`config.mk`:
```
export PLATFORM = sky130hd
export DESIGN_NAME = dbs_supervisor
export DESIGN_NICKNAME = d
export VERILOG_FILES = /design/src/design/dbs_pkg.sv /design/src/design/dbs_supervisor.sv
export SDC_FILE = /design/constraint.sdc
export NUM_CORES = 1
export LEC_CHECK = 0
export BUFFER_PORTS_ARGS = -buffer_cell sky130_fd_sc_hd__buf_2
export CORE_ASPECT_RATIO = 0.75
export CORE_MARGIN = 2
export CORE_UTILIZATION = 55
export DETAILED_ROUTE_END_ITERATION = 10
export GPL_TIMING_DRIVEN = 0
export PLACE_DENSITY = 0.78
export RECOVER_POWER = 25
export SLEW_MARGIN = 20
export SYNTH_ARGS = -nofsm -noshare
export SYNTH_HDL_FRONTEND = slang
export SYNTH_SLANG_ARGS = --single-unit
export TNS_END_PERCENT = 100
```
`constraint.sdc`:
```
create_clock -name CORE_CLK_I -period 3.4 [get_ports CORE_CLK_I]
set_input_delay 0.68 -clock CORE_CLK_I [delete_from_list [all_inputs] [get_ports CORE_CLK_I]]
set_output_delay 0.68 -clock CORE_CLK_I [all_outputs]
set_load 0.01 [all_outputs]
```
`src/design/dbs_pkg.sv`:
```
// Constants, types and sequence table for the display bias fault supervisor.
// Assumes one 25 MHz core clock; analog detectors deliver synchronous levels.
package dbs_pkg;

    // Core clock
    localparam int unsigned CLK_MHZ = 25;
    localparam int unsigned CLK_KHZ = CLK_MHZ * 1000;

    // Times as specified, in their own units
    localparam int unsigned EN_FILT_US = 10;
    localparam int unsigned QUAL_US = 10;
    localparam int unsigned RESET_LOW_MS = 1;
    localparam int unsigned POWERUP_MS = 1;
    localparam int unsigned COMMON_ELECTRODE_OUT_FILT_MS = 60;
    localparam int unsigned RETRY_MS = 1900;
    localparam int unsigned SEQ_STEP_MS = 1;
    localparam int unsigned FLT_PIN_HZ = 1000;

    // Derived cycle counts
    localparam int unsigned EN_FILT_CYC = EN_FILT_US * CLK_MHZ;
    localparam int unsigned QUAL_CYC = QUAL_US * CLK_MHZ;
    localparam int unsigned RESET_LOW_CYC = RESET_LOW_MS * CLK_KHZ;
    localparam int unsigned POWERUP_CYC = POWERUP_MS * CLK_KHZ;
    localparam int unsigned COMMON_ELECTRODE_OUT_FILT_CYC = COMMON_ELECTRODE_OUT_FILT_MS * CLK_KHZ;
    localparam int unsigned RETRY_CYC = RETRY_MS * CLK_KHZ;
    localparam int unsigned SEQ_STEP_CYC = SEQ_STEP_MS * CLK_KHZ;
    localparam int unsigned FLT_PERIOD_CYC = CLK_KHZ * 1000 / FLT_PIN_HZ;

    // Fault pin low-time share, percent
    localparam int unsigned DUTY_GATE_PCT = 75;
    localparam int unsigned DUTY_SRC_PCT = 50;
    localparam int unsigned DUTY_COMMON_ELECTRODE_OUT_PCT = 25;

    // Field codes
    localparam logic [1:0] TFAULT_CODE_NOM = 2'h2;
    localparam logic [2:0] SEQ_DEFAULT = 3'h2;
    localparam int unsigned SEQ_STEPS = 4;

    // Rail enables, one bit per output
    typedef struct packed {
        logic avdd;
        logic neg_source_rail;
        logic vgoff;
        logic vgon;
        logic common_electrode_out;
    } dbs_rails_t;

    // Raw short/overload comparator levels
    typedef struct packed {
        logic boost;
        logic avdd;
        logic neg_source_rail;
        logic vgon;
        logic vgoff;
    } dbs_short_t;

    typedef enum logic [1:0] {
        FC_NONE = 2'h0,
        FC_GATE = 2'h1,
        FC_SRC = 2'h2,
        FC_COMMON_ELECTRODE_OUT = 2'h3
    } dbs_fclass_t;

    typedef enum logic [5:0] {
        ST_OFF = 6'h01,
        ST_POWERUP = 6'h02,
        ST_WAIT_START = 6'h04,
        ST_SEQ = 6'h08,
        ST_RUN = 6'h10,
        ST_RETRY = 6'h20
    } dbs_state_t;

    // Rails switched on at a given step of a sequence code
    function automatic dbs_rails_t dbs_seq_step(input logic [2:0] code, input logic [1:0] step);
        logic [19:0] t;
        t = 20'h0;
        case (code)
            3'h0: t = {5'h10, 5'h08, 5'h04, 5'h03};
            3'h1: t = {5'h10, 5'h08, 5'h02, 5'h05};
            3'h3: t = {5'h08, 5'h10, 5'h02, 5'h05};
            3'h4: t = {5'h08, 5'h04, 5'h10, 5'h03};
            3'h5: t = {5'h04, 5'h02, 5'h08, 5'h11};
            3'h6: t = {5'h18, 5'h04, 5'h03, 5'h00};
            default: t = {5'h08, 5'h10, 5'h04, 5'h03};
        endcase
        dbs_seq_step = t[5'(19 - 5 * step) -: 5];
    endfunction : dbs_seq_step

endpackage : dbs_pkg

```
`src/design/dbs_supervisor.sv`:
```
// Digital supervisor of a five-rail display bias supply: enable handling,
// start-up sequencing, fault qualification, retry and the fault pin.
// Assumes all inputs synchronous to CORE_CLK_I; pin wire resolved outside.
//
// What this block does
// Standalone: gate rail fault toggles fault pin at 1 kHz, 75 percent.
// Standalone: source rails or boost fault gives 50 percent pulse train.
// Standalone: common-electrode fault gives 25 percent pulse train.
// Common-electrode deviation reported after filter time, 60 ms at code 10.
// Retry start-up 1.9 s after fault shutdown when retry code is 10 or 11.
// Short or overload counts as fault only after 10 us persistence.
// Controller holds enable low at least 1 ms to reset the device.
// Enable low keeps shutdown; enable high makes the device active.
// Standalone: enable rise switches outputs on in stored sequence order.
// Address pin unconnected selects standalone operation without bus.
// Address pin at ground or regulator level selects bus address.
// Bus mode: fault pin low while status waits to be read.
// Pump supply switch closed only while positive charge pump enabled.
// Enable high starts core regulator; functional after 1 ms delay.
// Base variant with address tied: outputs start on start bit only.
// Regulator out of range sets status bit and pulls fault pin in bus mode.
// Standalone without fault keeps fault pin released.
// Several faults: one class shown, gate rails first.
module dbs_supervisor
    import dbs_pkg::*;
#(
    parameter int unsigned RESET_LOW_CYCLES = dbs_pkg::RESET_LOW_CYC,
    parameter int unsigned POWERUP_CYCLES = dbs_pkg::POWERUP_CYC,
    parameter int unsigned COMMON_ELECTRODE_OUT_FILT_CYCLES = dbs_pkg::COMMON_ELECTRODE_OUT_FILT_CYC,
    parameter int unsigned COMMON_ELECTRODE_OUT_FILT_ALT_CYCLES = dbs_pkg::COMMON_ELECTRODE_OUT_FILT_CYC,
    parameter int unsigned RETRY_CYCLES = dbs_pkg::RETRY_CYC,
    parameter int unsigned RETRY_ALT_CYCLES = dbs_pkg::RETRY_CYC,
    parameter int unsigned SEQ_STEP_CYCLES = dbs_pkg::SEQ_STEP_CYC,
    parameter int unsigned FLT_PERIOD_CYCLES = dbs_pkg::FLT_PERIOD_CYC
)
(
    // Clock and reset
    input wire logic CORE_CLK_I,
    input wire logic RESET_N_I,
    // Enable and address pins
    input wire logic ENABLE_I,
    input wire logic ADDR_FLOAT_I,
    input wire logic ADDR_HIGH_I,
    // Configuration from stored settings and bus
    input wire logic BASE_VARIANT_I,
    input wire logic START_BIT_I,
    input wire logic [2:0] SEQ_SET_I,
    input wire logic [1:0] TFAULT_I,
    input wire logic [1:0] TRETRY_I,
    input wire logic STATUS_PENDING_I,
    // Analog detectors
    input wire dbs_pkg::dbs_short_t SHORT_I,
    input wire logic COMMON_ELECTRODE_OUT_DEV_I,
    input wire logic CORE_REG_OOR_DET_I,
    input wire logic CORE_REG_OOR_CLR_I,
    // Rail and regulator control
    output logic CORE_REG_EN_O,
    output dbs_pkg::dbs_rails_t RAILS_O,
    output logic PUMP_SWITCH_O,
    // Mode and status
    output logic FUNCTIONAL_O,
    output logic BUS_MODE_O,
    output logic BUS_ADDR_HIGH_O,
    output logic CORE_REG_OUT_OF_RANGE_O,
    output dbs_pkg::dbs_fclass_t FAULT_CLASS_O,
    // Open-drain fault pin
    output logic FAULT_OUT_N_O,
    output logic FAULT_OUT_N_OE_O
);
    import dbs_pkg::*;

    localparam int unsigned TW = 26;
    localparam int unsigned EW = 8;
    localparam int unsigned RW = 16;
    localparam int unsigned PW = 16;

    dbs_state_t state_r;
    dbs_state_t state_nxt;
    logic [TW-1:0] tmr_r;
    logic [TW-1:0] tmr_nxt;
    logic [1:0] step_r;
    logic [1:0] step_nxt;
    dbs_rails_t rails_r;
    dbs_rails_t rails_nxt;
    dbs_fclass_t fclass_r;
    dbs_fclass_t fclass_nxt;

    logic en_filt_r;
    logic [EW-1:0] en_cnt_r;
    logic [RW-1:0] low_cnt_r;
    logic dev_reset;
    logic bus_mode_r;
    logic addr_high_r;
    logic oor_r;

    dbs_short_t short_q;
    logic [TW-1:0] common_electrode_out_cnt_r;
    logic common_electrode_out_q;
    logic [TW-1:0] common_electrode_out_lim;
    logic [TW-1:0] retry_lim;
    dbs_fclass_t fault_now;

    logic [PW-1:0] pcnt_r;
    logic [PW-1:0] low_cyc;
    logic drive_low;

    // Enable glitch filter: level accepted only after it has held steady
    always_ff @(posedge CORE_CLK_I or negedge RESET_N_I)
    begin
        if (!RESET_N_I)
        begin
            en_filt_r <= 1'b0;
            en_cnt_r <= '0;
        end
        else if (ENABLE_I == en_filt_r)
        begin
            en_cnt_r <= '0;
        end
        else if (en_cnt_r >= EW'(EN_FILT_CYC - 1))
        begin
            en_filt_r <= ENABLE_I;
            en_cnt_r <= '0;
        end
        else
        begin
            en_cnt_r <= en_cnt_r + 1'b1;
        end
    end

    // Enable held low long enough resets latched status
    always_ff @(posedge CORE_CLK_I or negedge RESET_N_I)
    begin
        if (!RESET_N_I)
        begin
            low_cnt_r <= '0;
        end
        else if (ENABLE_I)
        begin
            low_cnt_r <= '0;
        end
        else if (low_cnt_r < RW'(RESET_LOW_CYCLES))
        begin
            low_cnt_r <= low_cnt_r + 1'b1;
        end
    end
    assign dev_reset = (low_cnt_r >= RW'(RESET_LOW_CYCLES - 1));

    // Short/overload qualification, one counter per comparator level (boost included)
    for (genvar g = 0; g < $bits(dbs_short_t); g++)
    begin : g_qual
        logic [EW-1:0] cnt_r;
        always_ff @(posedge CORE_CLK_I or negedge RESET_N_I)
        begin
            if (!RESET_N_I)
            begin
                cnt_r <= '0;
            end
            else if (!SHORT_I[g])
            begin
                cnt_r <= '0;
            end
            else if (cnt_r < EW'(QUAL_CYC - 1))
            begin
                cnt_r <= cnt_r + 1'b1;
            end
        end
        assign short_q[g] = SHORT_I[g] && (cnt_r >= EW'(QUAL_CYC - 1));
    end

    // Common-electrode deviation filter; only one code's time is known
    assign common_electrode_out_lim = (TFAULT_I == TFAULT_CODE_NOM) ? TW'(COMMON_ELECTRODE_OUT_FILT_CYCLES - 1) : TW'(COMMON_ELECTRODE_OUT_FILT_ALT_CYCLES - 1);
    always_ff @(posedge CORE_CLK_I or negedge RESET_N_I)
    begin
        if (!RESET_N_I)
        begin
            common_electrode_out_cnt_r <= '0;
        end
        else if (!COMMON_ELECTRODE_OUT_DEV_I)
        begin
            common_electrode_out_cnt_r <= '0;
        end
        else if (common_electrode_out_cnt_r < common_electrode_out_lim)
        begin
            common_electrode_out_cnt_r <= common_electrode_out_cnt_r + 1'b1;
        end
    end
    assign common_electrode_out_q = COMMON_ELECTRODE_OUT_DEV_I && (common_electrode_out_cnt_r >= common_electrode_out_lim) && rails_r.common_electrode_out;

    // Fixed priority when several classes coincide
    always_comb
    begin
        if (short_q.vgon || short_q.vgoff)
            fault_now = FC_GATE;
        else if (short_q.avdd || short_q.neg_source_rail || short_q.boost)
            fault_now = FC_SRC;
        else if (common_electrode_out_q)
            fault_now = FC_COMMON_ELECTRODE_OUT;
        else
            fault_now = FC_NONE;
    end

    assign retry_lim = TRETRY_I[1] ? TW'(RETRY_CYCLES - 1) : TW'(RETRY_ALT_CYCLES - 1);

    // Power state machine
    always_comb
    begin
        state_nxt = state_r;
        tmr_nxt = tmr_r + 1'b1;
        step_nxt = step_r;
        rails_nxt = rails_r;
        fclass_nxt = fclass_r;
        case (state_r)
            ST_OFF:
            begin
                tmr_nxt = '0;
                rails_nxt = '0;
                fclass_nxt = FC_NONE;
                if (en_filt_r)
                    state_nxt = ST_POWERUP;
            end
            ST_POWERUP:
            begin
                if (tmr_r >= TW'(POWERUP_CYCLES - 1))
                begin
                    tmr_nxt = '0;
                    step_nxt = '0;
                    if (!ADDR_FLOAT_I && BASE_VARIANT_I)
                        state_nxt = ST_WAIT_START;
                    else
                        state_nxt = ST_SEQ;
                end
            end
            ST_WAIT_START:
            begin
                tmr_nxt = '0;
                if (START_BIT_I)
                    state_nxt = ST_SEQ;
            end
            ST_SEQ:
            begin
                if (tmr_r == '0)
                    rails_nxt = rails_r | dbs_seq_step(SEQ_SET_I, step_r);
                if (tmr_r >= TW'(SEQ_STEP_CYCLES - 1) || step_r == 2'(SEQ_STEPS - 1))
                begin
                    tmr_nxt = '0;
                    step_nxt = step_r + 1'b1;
                    if (step_r == 2'(SEQ_STEPS - 1))
                        state_nxt = ST_RUN;
                end
            end
            ST_RUN:
            begin
                tmr_nxt = '0;
            end
            ST_RETRY:
            begin
                rails_nxt = '0;
                if (tmr_r >= retry_lim)
                begin
                    tmr_nxt = '0;
                    step_nxt = '0;
                    fclass_nxt = FC_NONE;
                    state_nxt = ST_SEQ;
                end
            end
            default:
            begin
                state_nxt = ST_OFF;
                rails_nxt = '0;
            end
        endcase
        if ((state_r == ST_SEQ || state_r == ST_RUN) && fault_now != FC_NONE)
        begin
            rails_nxt = '0;
            fclass_nxt = fault_now;
            tmr_nxt = '0;
            state_nxt = ST_RETRY;
        end
        if (!en_filt_r)
        begin
            rails_nxt = '0;
            fclass_nxt = FC_NONE;
            state_nxt = ST_OFF;
        end
    end

    always_ff @(posedge CORE_CLK_I or negedge RESET_N_I)
    begin
        if (!RESET_N_I)
        begin
            state_r <= ST_OFF;
            tmr_r <= '0;
            step_r <= '0;
            rails_r <= '0;
            fclass_r <= FC_NONE;
        end
        else
        begin
            state_r <= state_nxt;
            tmr_r <= tmr_nxt;
            step_r <= step_nxt;
            rails_r <= rails_nxt;
            fclass_r <= fclass_nxt;
        end
    end

    // Address pin read once at the end of power-up; later changes ignored
    always_ff @(posedge CORE_CLK_I or negedge RESET_N_I)
    begin
        if (!RESET_N_I)
        begin
            bus_mode_r <= 1'b0;
            addr_high_r <= 1'b0;
        end
        else if (state_r == ST_OFF)
        begin
            bus_mode_r <= 1'b0;
        end
        else if (state_r == ST_POWERUP && state_nxt != ST_POWERUP)
        begin
            bus_mode_r <= !ADDR_FLOAT_I;
            addr_high_r <= ADDR_HIGH_I;
        end
    end

    // Regulator range flag: detection wins over a clear in the same cycle
    always_ff @(posedge CORE_CLK_I or negedge RESET_N_I)
    begin
        if (!RESET_N_I)
            oor_r <= 1'b0;
        else if (CORE_REG_OOR_DET_I && state_r != ST_OFF)
            oor_r <= 1'b1;
        else if (CORE_REG_OOR_CLR_I || dev_reset)
            oor_r <= 1'b0;
    end

    // 1 kHz pulse code, restarting whenever no fault is shown
    always_ff @(posedge CORE_CLK_I or negedge RESET_N_I)
    begin
        if (!RESET_N_I)
            pcnt_r <= '0;
        else if (fclass_r == FC_NONE || pcnt_r >= PW'(FLT_PERIOD_CYCLES - 1))
            pcnt_r <= '0;
        else
            pcnt_r <= pcnt_r + 1'b1;
    end

    always_comb
    begin
        case (fclass_r)
            FC_GATE: low_cyc = PW'(FLT_PERIOD_CYCLES * DUTY_GATE_PCT / 100);
            FC_SRC: low_cyc = PW'(FLT_PERIOD_CYCLES * DUTY_SRC_PCT / 100);
            FC_COMMON_ELECTRODE_OUT: low_cyc = PW'(FLT_PERIOD_CYCLES * DUTY_COMMON_ELECTRODE_OUT_PCT / 100);
            default: low_cyc = '0;
        endcase
    end

    always_comb
    begin
        if (bus_mode_r)
            drive_low = STATUS_PENDING_I || oor_r;
        else
            drive_low = (pcnt_r < low_cyc) && (fclass_r != FC_NONE);
    end

    // Registered outputs
    always_ff @(posedge CORE_CLK_I or negedge RESET_N_I)
    begin
        if (!RESET_N_I)
        begin
            CORE_REG_EN_O <= 1'b0;
            RAILS_O <= '0;
            PUMP_SWITCH_O <= 1'b0;
            FUNCTIONAL_O <= 1'b0;
            BUS_MODE_O <= 1'b0;
            BUS_ADDR_HIGH_O <= 1'b0;
            CORE_REG_OUT_OF_RANGE_O <= 1'b0;
            FAULT_CLASS_O <= FC_NONE;
            FAULT_OUT_N_O <= 1'b1;
            FAULT_OUT_N_OE_O <= 1'b0;
        end
        else
        begin
            CORE_REG_EN_O <= (state_nxt != ST_OFF);
            RAILS_O <= rails_nxt;
            PUMP_SWITCH_O <= rails_nxt.vgon;
            FUNCTIONAL_O <= (state_r != ST_OFF) && (state_r != ST_POWERUP);
            BUS_MODE_O <= bus_mode_r;
            BUS_ADDR_HIGH_O <= addr_high_r;
            CORE_REG_OUT_OF_RANGE_O <= oor_r;
            FAULT_CLASS_O <= fclass_r;
            FAULT_OUT_N_O <= !drive_low;
            FAULT_OUT_N_OE_O <= drive_low;
        end
    end

endmodule : dbs_supervisor

```
# Yosys cells after proc, flatten, opt, wreduce, memory -nomap -nowiden
# Index checks and enable logic that the tools add are counted.
dict set report totals {
  in_bits 23
  reg_bits 160
  output_inout_bits 15
}
dict set report op_classes {
  multipliers 1
  n_mux 54
  addsub 12
  order_cmp 19
  n_reduce_logical 39
  n_eq_ne 33
  bitwise_logic 3
  shift 1
}
# operator n
set ops {}
lappend ops {{two-way mux 26 bit} 6}
lappend ops {{case mux 20 bit (6 select lines)} 1}
lappend ops {{case mux 26 bit (4 select lines)} 1}
lappend ops {{two-way mux 8 bit} 12}
lappend ops {{adder 26 x 1 -> 26 bit (second input constant)} 2}
lappend ops {{adder 8 x 1 -> 8 bit (second input constant)} 6}
lappend ops {{greater-or-equal comparator 8 bit (second input constant)} 6}
lappend ops {{two-way mux 16 bit} 3}
lappend ops {{case mux 15 bit (3 select lines)} 1}
lappend ops {{two-way mux 6 bit} 7}
lappend ops {{less-than comparator 8 bit (second input constant)} 5}
lappend ops {{two-way mux 20 bit} 2}
lappend ops {{case mux 6 bit (6 select lines)} 1}
lappend ops {{adder 16 x 1 -> 16 bit (second input constant)} 2}
lappend ops {{greater-or-equal comparator 16 x 15 -> 1 bit (second input constant)} 2}
lappend ops {{greater-or-equal comparator 26 x 15 -> 1 bit (second input constant)} 1}
lappend ops {{greater-or-equal comparator 26 x 21 -> 1 bit (second input constant)} 1}
lappend ops {{greater-or-equal comparator 26 bit (second input constant)} 1}
lappend ops {{zero test 26 bit} 1}
lappend ops {{less-than comparator 26 x 21 -> 1 bit (second input constant)} 1}
lappend ops {{variable part select 24 x 6 -> 5 bit} 1}
lappend ops {{less-than comparator 16 x 15 -> 1 bit (second input constant)} 1}
lappend ops {{less-than comparator 16 bit} 1}
lappend ops {{two-way mux 2 bit} 8}
lappend ops {{41 further kinds} 89}

# Depth between registers and ports, before layout
dict set report logic_depth {
  ltp_word 14
  depth_mapped 10
  depth_no_buf 10
}

# Worst setup path before layout
# No wires, ideal clock.
dict set report synth_timing {
  path_type {reg-to-reg}
  startpoint {register step_r[0]}
  endpoint {register RAILS_O[0] (netlist name)}
  synth_period_minus_slack_ps 2201
  arrival_time_ps 2064
  path_slack_ps 1199
  path_stages_with_launch 10
  required_time_ps 3263
  cell_sequence {dfrtp_1 clkbuf_1 inv_1 ha_1 clkbuf_1 mux2i_1 a31o_2 a221o_1 a32oi_1 nor2_1}
}
dict set report synth_via {
  elab_chain_cells 8
}
# element line
set synth_lines {}
lappend synth_lines {{start, declared} dbs_supervisor.sv:81} ;# logic [1:0] step_r;
lappend synth_lines {{start signal, assigned} dbs_supervisor.sv:301} ;# step_r <= step_nxt;
lappend synth_lines {{multiplier 3 x 2 -> 5 bit} dbs_pkg.sv:86} ;# dbs_seq_step = t[5'(19 - 5 * step) -: 5];
lappend synth_lines {{subtractor 5 bit} dbs_pkg.sv:86}
lappend synth_lines {{variable part select 24 x 6 -> 5 bit} dbs_pkg.sv:86}
lappend synth_lines {{bitwise OR 5 bit} dbs_supervisor.sv:242} ;# rails_nxt = rails_r | dbs_seq_step(SEQ_SET_I, step_r);
lappend synth_lines {{two-way mux 5 bit} dbs_supervisor.sv:241} ;# if (tmr_r == '0)
lappend synth_lines {{case mux 5 bit (2 select lines)} dbs_supervisor.sv:212} ;# case (state_r)
lappend synth_lines {{two-way mux 5 bit} dbs_supervisor.sv:272} ;# if ((state_r == ST_SEQ || state_r == ST_RUN) && fault_now != FC_NONE)
lappend synth_lines {{two-way mux 5 bit} dbs_supervisor.sv:279} ;# if (!en_filt_r)
lappend synth_lines {{end signal, assigned} dbs_supervisor.sv:385} ;# RAILS_O <= rails_nxt;
lappend synth_lines {{end, declared} dbs_supervisor.sv:58} ;# output dbs_pkg::dbs_rails_t RAILS_O,
# No other way between the ends. The select of a mux whose other input is x is not followed.
# A chain may end at the register's enable or synchronous reset.

# Worst setup path after layout
dict set report layout_timing {
  startpoint {register common_electrode_out_cnt_r[0]}
  endpoint {register common_electrode_out_cnt_r[8]}
}
dict set report layout_via {
  elab_chain_cells 3
}
# element line
set layout_lines {}
lappend layout_lines {{start, declared} dbs_supervisor.sv:97} ;# logic [TW-1:0] common_electrode_out_cnt_r;
lappend layout_lines {{start signal, assigned} dbs_supervisor.sv:184} ;# common_electrode_out_cnt_r <= common_electrode_out_cnt_r + 1'b1;
lappend layout_lines {{adder 26 x 1 -> 26 bit} dbs_supervisor.sv:184}
lappend layout_lines {{two-way mux 26 bit} dbs_supervisor.sv:182} ;# else if (common_electrode_out_cnt_r < common_electrode_out_lim)
lappend layout_lines {{two-way mux 26 bit} dbs_supervisor.sv:178} ;# else if (!COMMON_ELECTRODE_OUT_DEV_I)
# Several ways; a longest one is shown, not always the timed one. The select of a mux whose other input is x is not followed.

==> results.toml <==
[synthesis]
synth_top_area_share_pct = 43.2
syn_nets = 1045
netlist_instances = 982
syn_area_per_cell_sq_um = 9.31
seq_area_frac_synth_pct = 43.8
netlist_area_sq_um = 9140
ys_seq_elements = 160
yosys.cell_types.count = 81
async_reset_ff_share_pct = 100
synth_edf_count = 0
synth_flop_cell = "dfrtp_1"
synthTopCellsByArea = "dfrtp_1 43%, ha_1 5.5%, xor2_1 4.5%, nor2_1 4.2%, xnor2_1 4.1%"
yosys_warnings = 0
synth_largest_area_cell = "dfrtp_1"

[clock_tree]
cts_made_buffers = 17
clock_latency_ps = 420
ctsHtreeMaxLevel = 4
holdBufCountCts = 0
clk_path_buf_depth = 2
ctsResizeCount = 0
cts_tree = "built"
root_buffer = "clkbuf_16"
cts_setup_buffers = 0
cts_sinks = 160
clk_pin_slew_ps = 60

[worst_setup_path]
worst_path_max_delay_cell = "a21boi_0"
cp_max_fo = 6
cp-end-kind = "flop"
r2r-end = "common_electrode_out_cnt_r[8]"
r2r-start = "common_electrode_out_cnt_r[0]"
max_stage_delay_ps = 810
critical_path_class = "reg2reg"
cp.arrival_ps = 2950
reg2reg_setup_slack_ps = 750
cp-start-kind = "flop"
r2r_cells = 7
required_ps = 3710
crit_chain = "ha_1 -> a41oi_1 -> o211ai_1 -> a21boi_0 -> nand4_1 -> xnor2_1 -> and2_1"

[cells_and_area]
nNetsFinal = 1094
drive_above_1_share_pct = 9.77
fin_util_pct = 63.1
syn_to_final_growth_pct = 11.2
antenna_cells = 0

[sta]
drv_slew = 70
slew_headroom_pct = -21.0
hold_slack_ps = 403
fmax_mhz = 378
fin_worst_skew_ps = 9.60
worst_slew_pin_slew_ps = 1820
fin_crit_sh_pct = 77.8
rsz0062_at_grt = "false"
min_period_ps = 2650
hold_viol = 0
setup_violations = 0

[grt]
grt_pass1_wl_um = 32300
antenna_found_initial = 0
grt_pass1_vias = 6654
gr-usage-all-layers_pct = 22.2
overflow = 0
grt_max_degree = 92

[power_and_ir_drop]
pwr_density_cell_nw_per_um2 = 461
leakagePower_nw = 4.41
vdd_ir_drop_max_uv = 313

[routing]
routedWlPerCell_um = 15.0
drc = 0
vias = 7266
vias_per_cell = 5.79
dr.pass1.iters = 5
wl_um = 18800
drtIter0Drc = 582
ant_nets = 0

[die]
core_sq_um = 16100
io_pins = 38
die_w_um = 153
row_count = 40
dieArea_sq_um = 17700
fp.dieH_um = 116
start_util_pct = 56.7

[outcome]
violations = "max-capacitance violations, max-slew violations"
outcome = "finished, violations left"

[hold_path]
min_to = "BUS_ADDR_HIGH_O"
min-delay-start = "addr_high_r"
hold_depth = 0
hp-class = "reg2reg"

[flow_run]
max-cap-violations = 1

[place]
port_buffers = 29
routabilityCongestion = 0.907
hpwl_um = 13100
[worst max path at each step]
stage                                              from                             to  slack (ps)  depth (start not counted)
final                     common_electrode_out_cnt_r[0]  common_electrode_out_cnt_r[8]         750                          7
after global routing                          step_r[0]                     RAILS_O[2]         540                          8
after CTS                 common_electrode_out_cnt_r[0]  common_electrode_out_cnt_r[8]         770                          7
after detailed placement                     SHORT_I[3]                    fclass_r[1]         660                          7
after global placement                        RESET_N_I                  low_cnt_r[10]        -790                          1
after floorplan                               step_r[0]                     RAILS_O[0]        1200                          9
[flip-flops by register name, summed over array words and instances, names as in the netlist, 2 cells and up]
register / cells
pcnt_r: 16
common_electrode_out_cnt_r: 26
g_qual.cnt_r: 40
FAULT_CLASS_O: 2
tmr_r: 26
state_r: 6
fclass_r: 2
step_r: 2
en_cnt_r: 8
RAILS_O: 4
low_cnt_r: 16
[critical path: cells and delay by family (launching register included)]
kind | cells | cell delay (ps)
DFF | 1 | 410
adders and majority gates | 1 | 290
AOI/OAI and AO/OA | 3 | 1280
xor gates and xnor gates | 1 | 180
and+or+nand+nor | 2 | 370
[power by group]
| group | total [W] | internal [W] | switching (W) |
|---|---|---|---|
| combinational | 0.000687 | 0.000248 | 0.000439 |
| clock | 0.00193 | 0.00116 | 0.000767 |
| sequential | 0.00207 | 0.00200 | 0.0000674 |
[cells by family after synthesis]
kind of cell,share of synthesized area (%)
AO/OA/AOI/OAI,12.2
XOR/XNOR,8.62
adder cells (fa/ha/maj),5.47
buffers and inverters,3.48
flip-flops,43.8
multiplexers,0.575
other,0.0410
AND/OR/NAND/NOR,25.8
[metrics by stage]
step / TNS, ps / std cells / setup WS (ps) / area [sq um] / power, W
5_1_grt: 0 / 1254 / 537 / 10200 / 0.00489
6_report: 0 / 1254 / 753 / 10200 / 0.00468
3_3_place_gp: -122720 / 1221 / -794 / 9550 / 0.00277
3_5_place_dp: 0 / 1222 / 663 / 9590 / 0.00279
4_1_cts: 0 / 1254 / 767 / 10200 / 0.00472
2_1_floorplan: 0 / 982 / 1200 / 9140 / 0.00256
[area by class of cell]
| class | count | area [sq um] |
|---|---|---|
| sequential | 160 | 4010 |
| fill | 1280 | 5950 |
| tap | 210 | 263 |
| clock inverter | 9 | 138 |
| buffer | 37 | 160 |
| multi-input combinational | 743 | 4820 |
| timing repair buffer | 30 | 171 |
| clock buffer | 23 | 448 |
| inverter | 42 | 158 |
[Yosys cell counts, types with 20 or more instances]
| cell type | instances |
|---|---|
| nor3_1 | 23 |
| nand3_1 | 42 |
| o21ai_0 | 42 |
| and2_1 | 35 |
| and3_1 | 31 |
| nand2_1 | 76 |
| clkbuf_1 | 29 |
| xnor2_1 | 43 |
| nand4_1 | 27 |
| a21oi_1 | 33 |
| inv_1 | 40 |
| nor2_2 | 20 |
| nor2_1 | 103 |
| ha_1 | 40 |
| xor2_1 | 47 |
| dfrtp_1 | 158 |
[routing by layer]
metal / global-route usage [%] / part of all wire, % / vias to the layer above
met4: 4.57 / 0.72 / 0
met1: 33.8 / 51 / 3492
li1: - / - / 3558
met3: 5.61 / 5.7 / 12
met5: 0 / 0 / -
met2: 32.1 / 43 / 204
[cells in the final DEF (no fill, tap or decap), types with 14 or more instances in the layout]
master,instances
clkbuf_1,36
ha_1,40
nand4_1,27
nor3_1,23
a21oi_1,33
and3_1,31
xor2_1,47
dfrtp_1,158
inv_1,40
clkbuf_16,17
nor4_1,14
nor2_2,20
nand3_1,42
buf_2,28
nand2_1,76
nor2_1,103
o21ai_0,42
xnor2_1,43
and2_1,32
(Power assumes the default switching activity.)
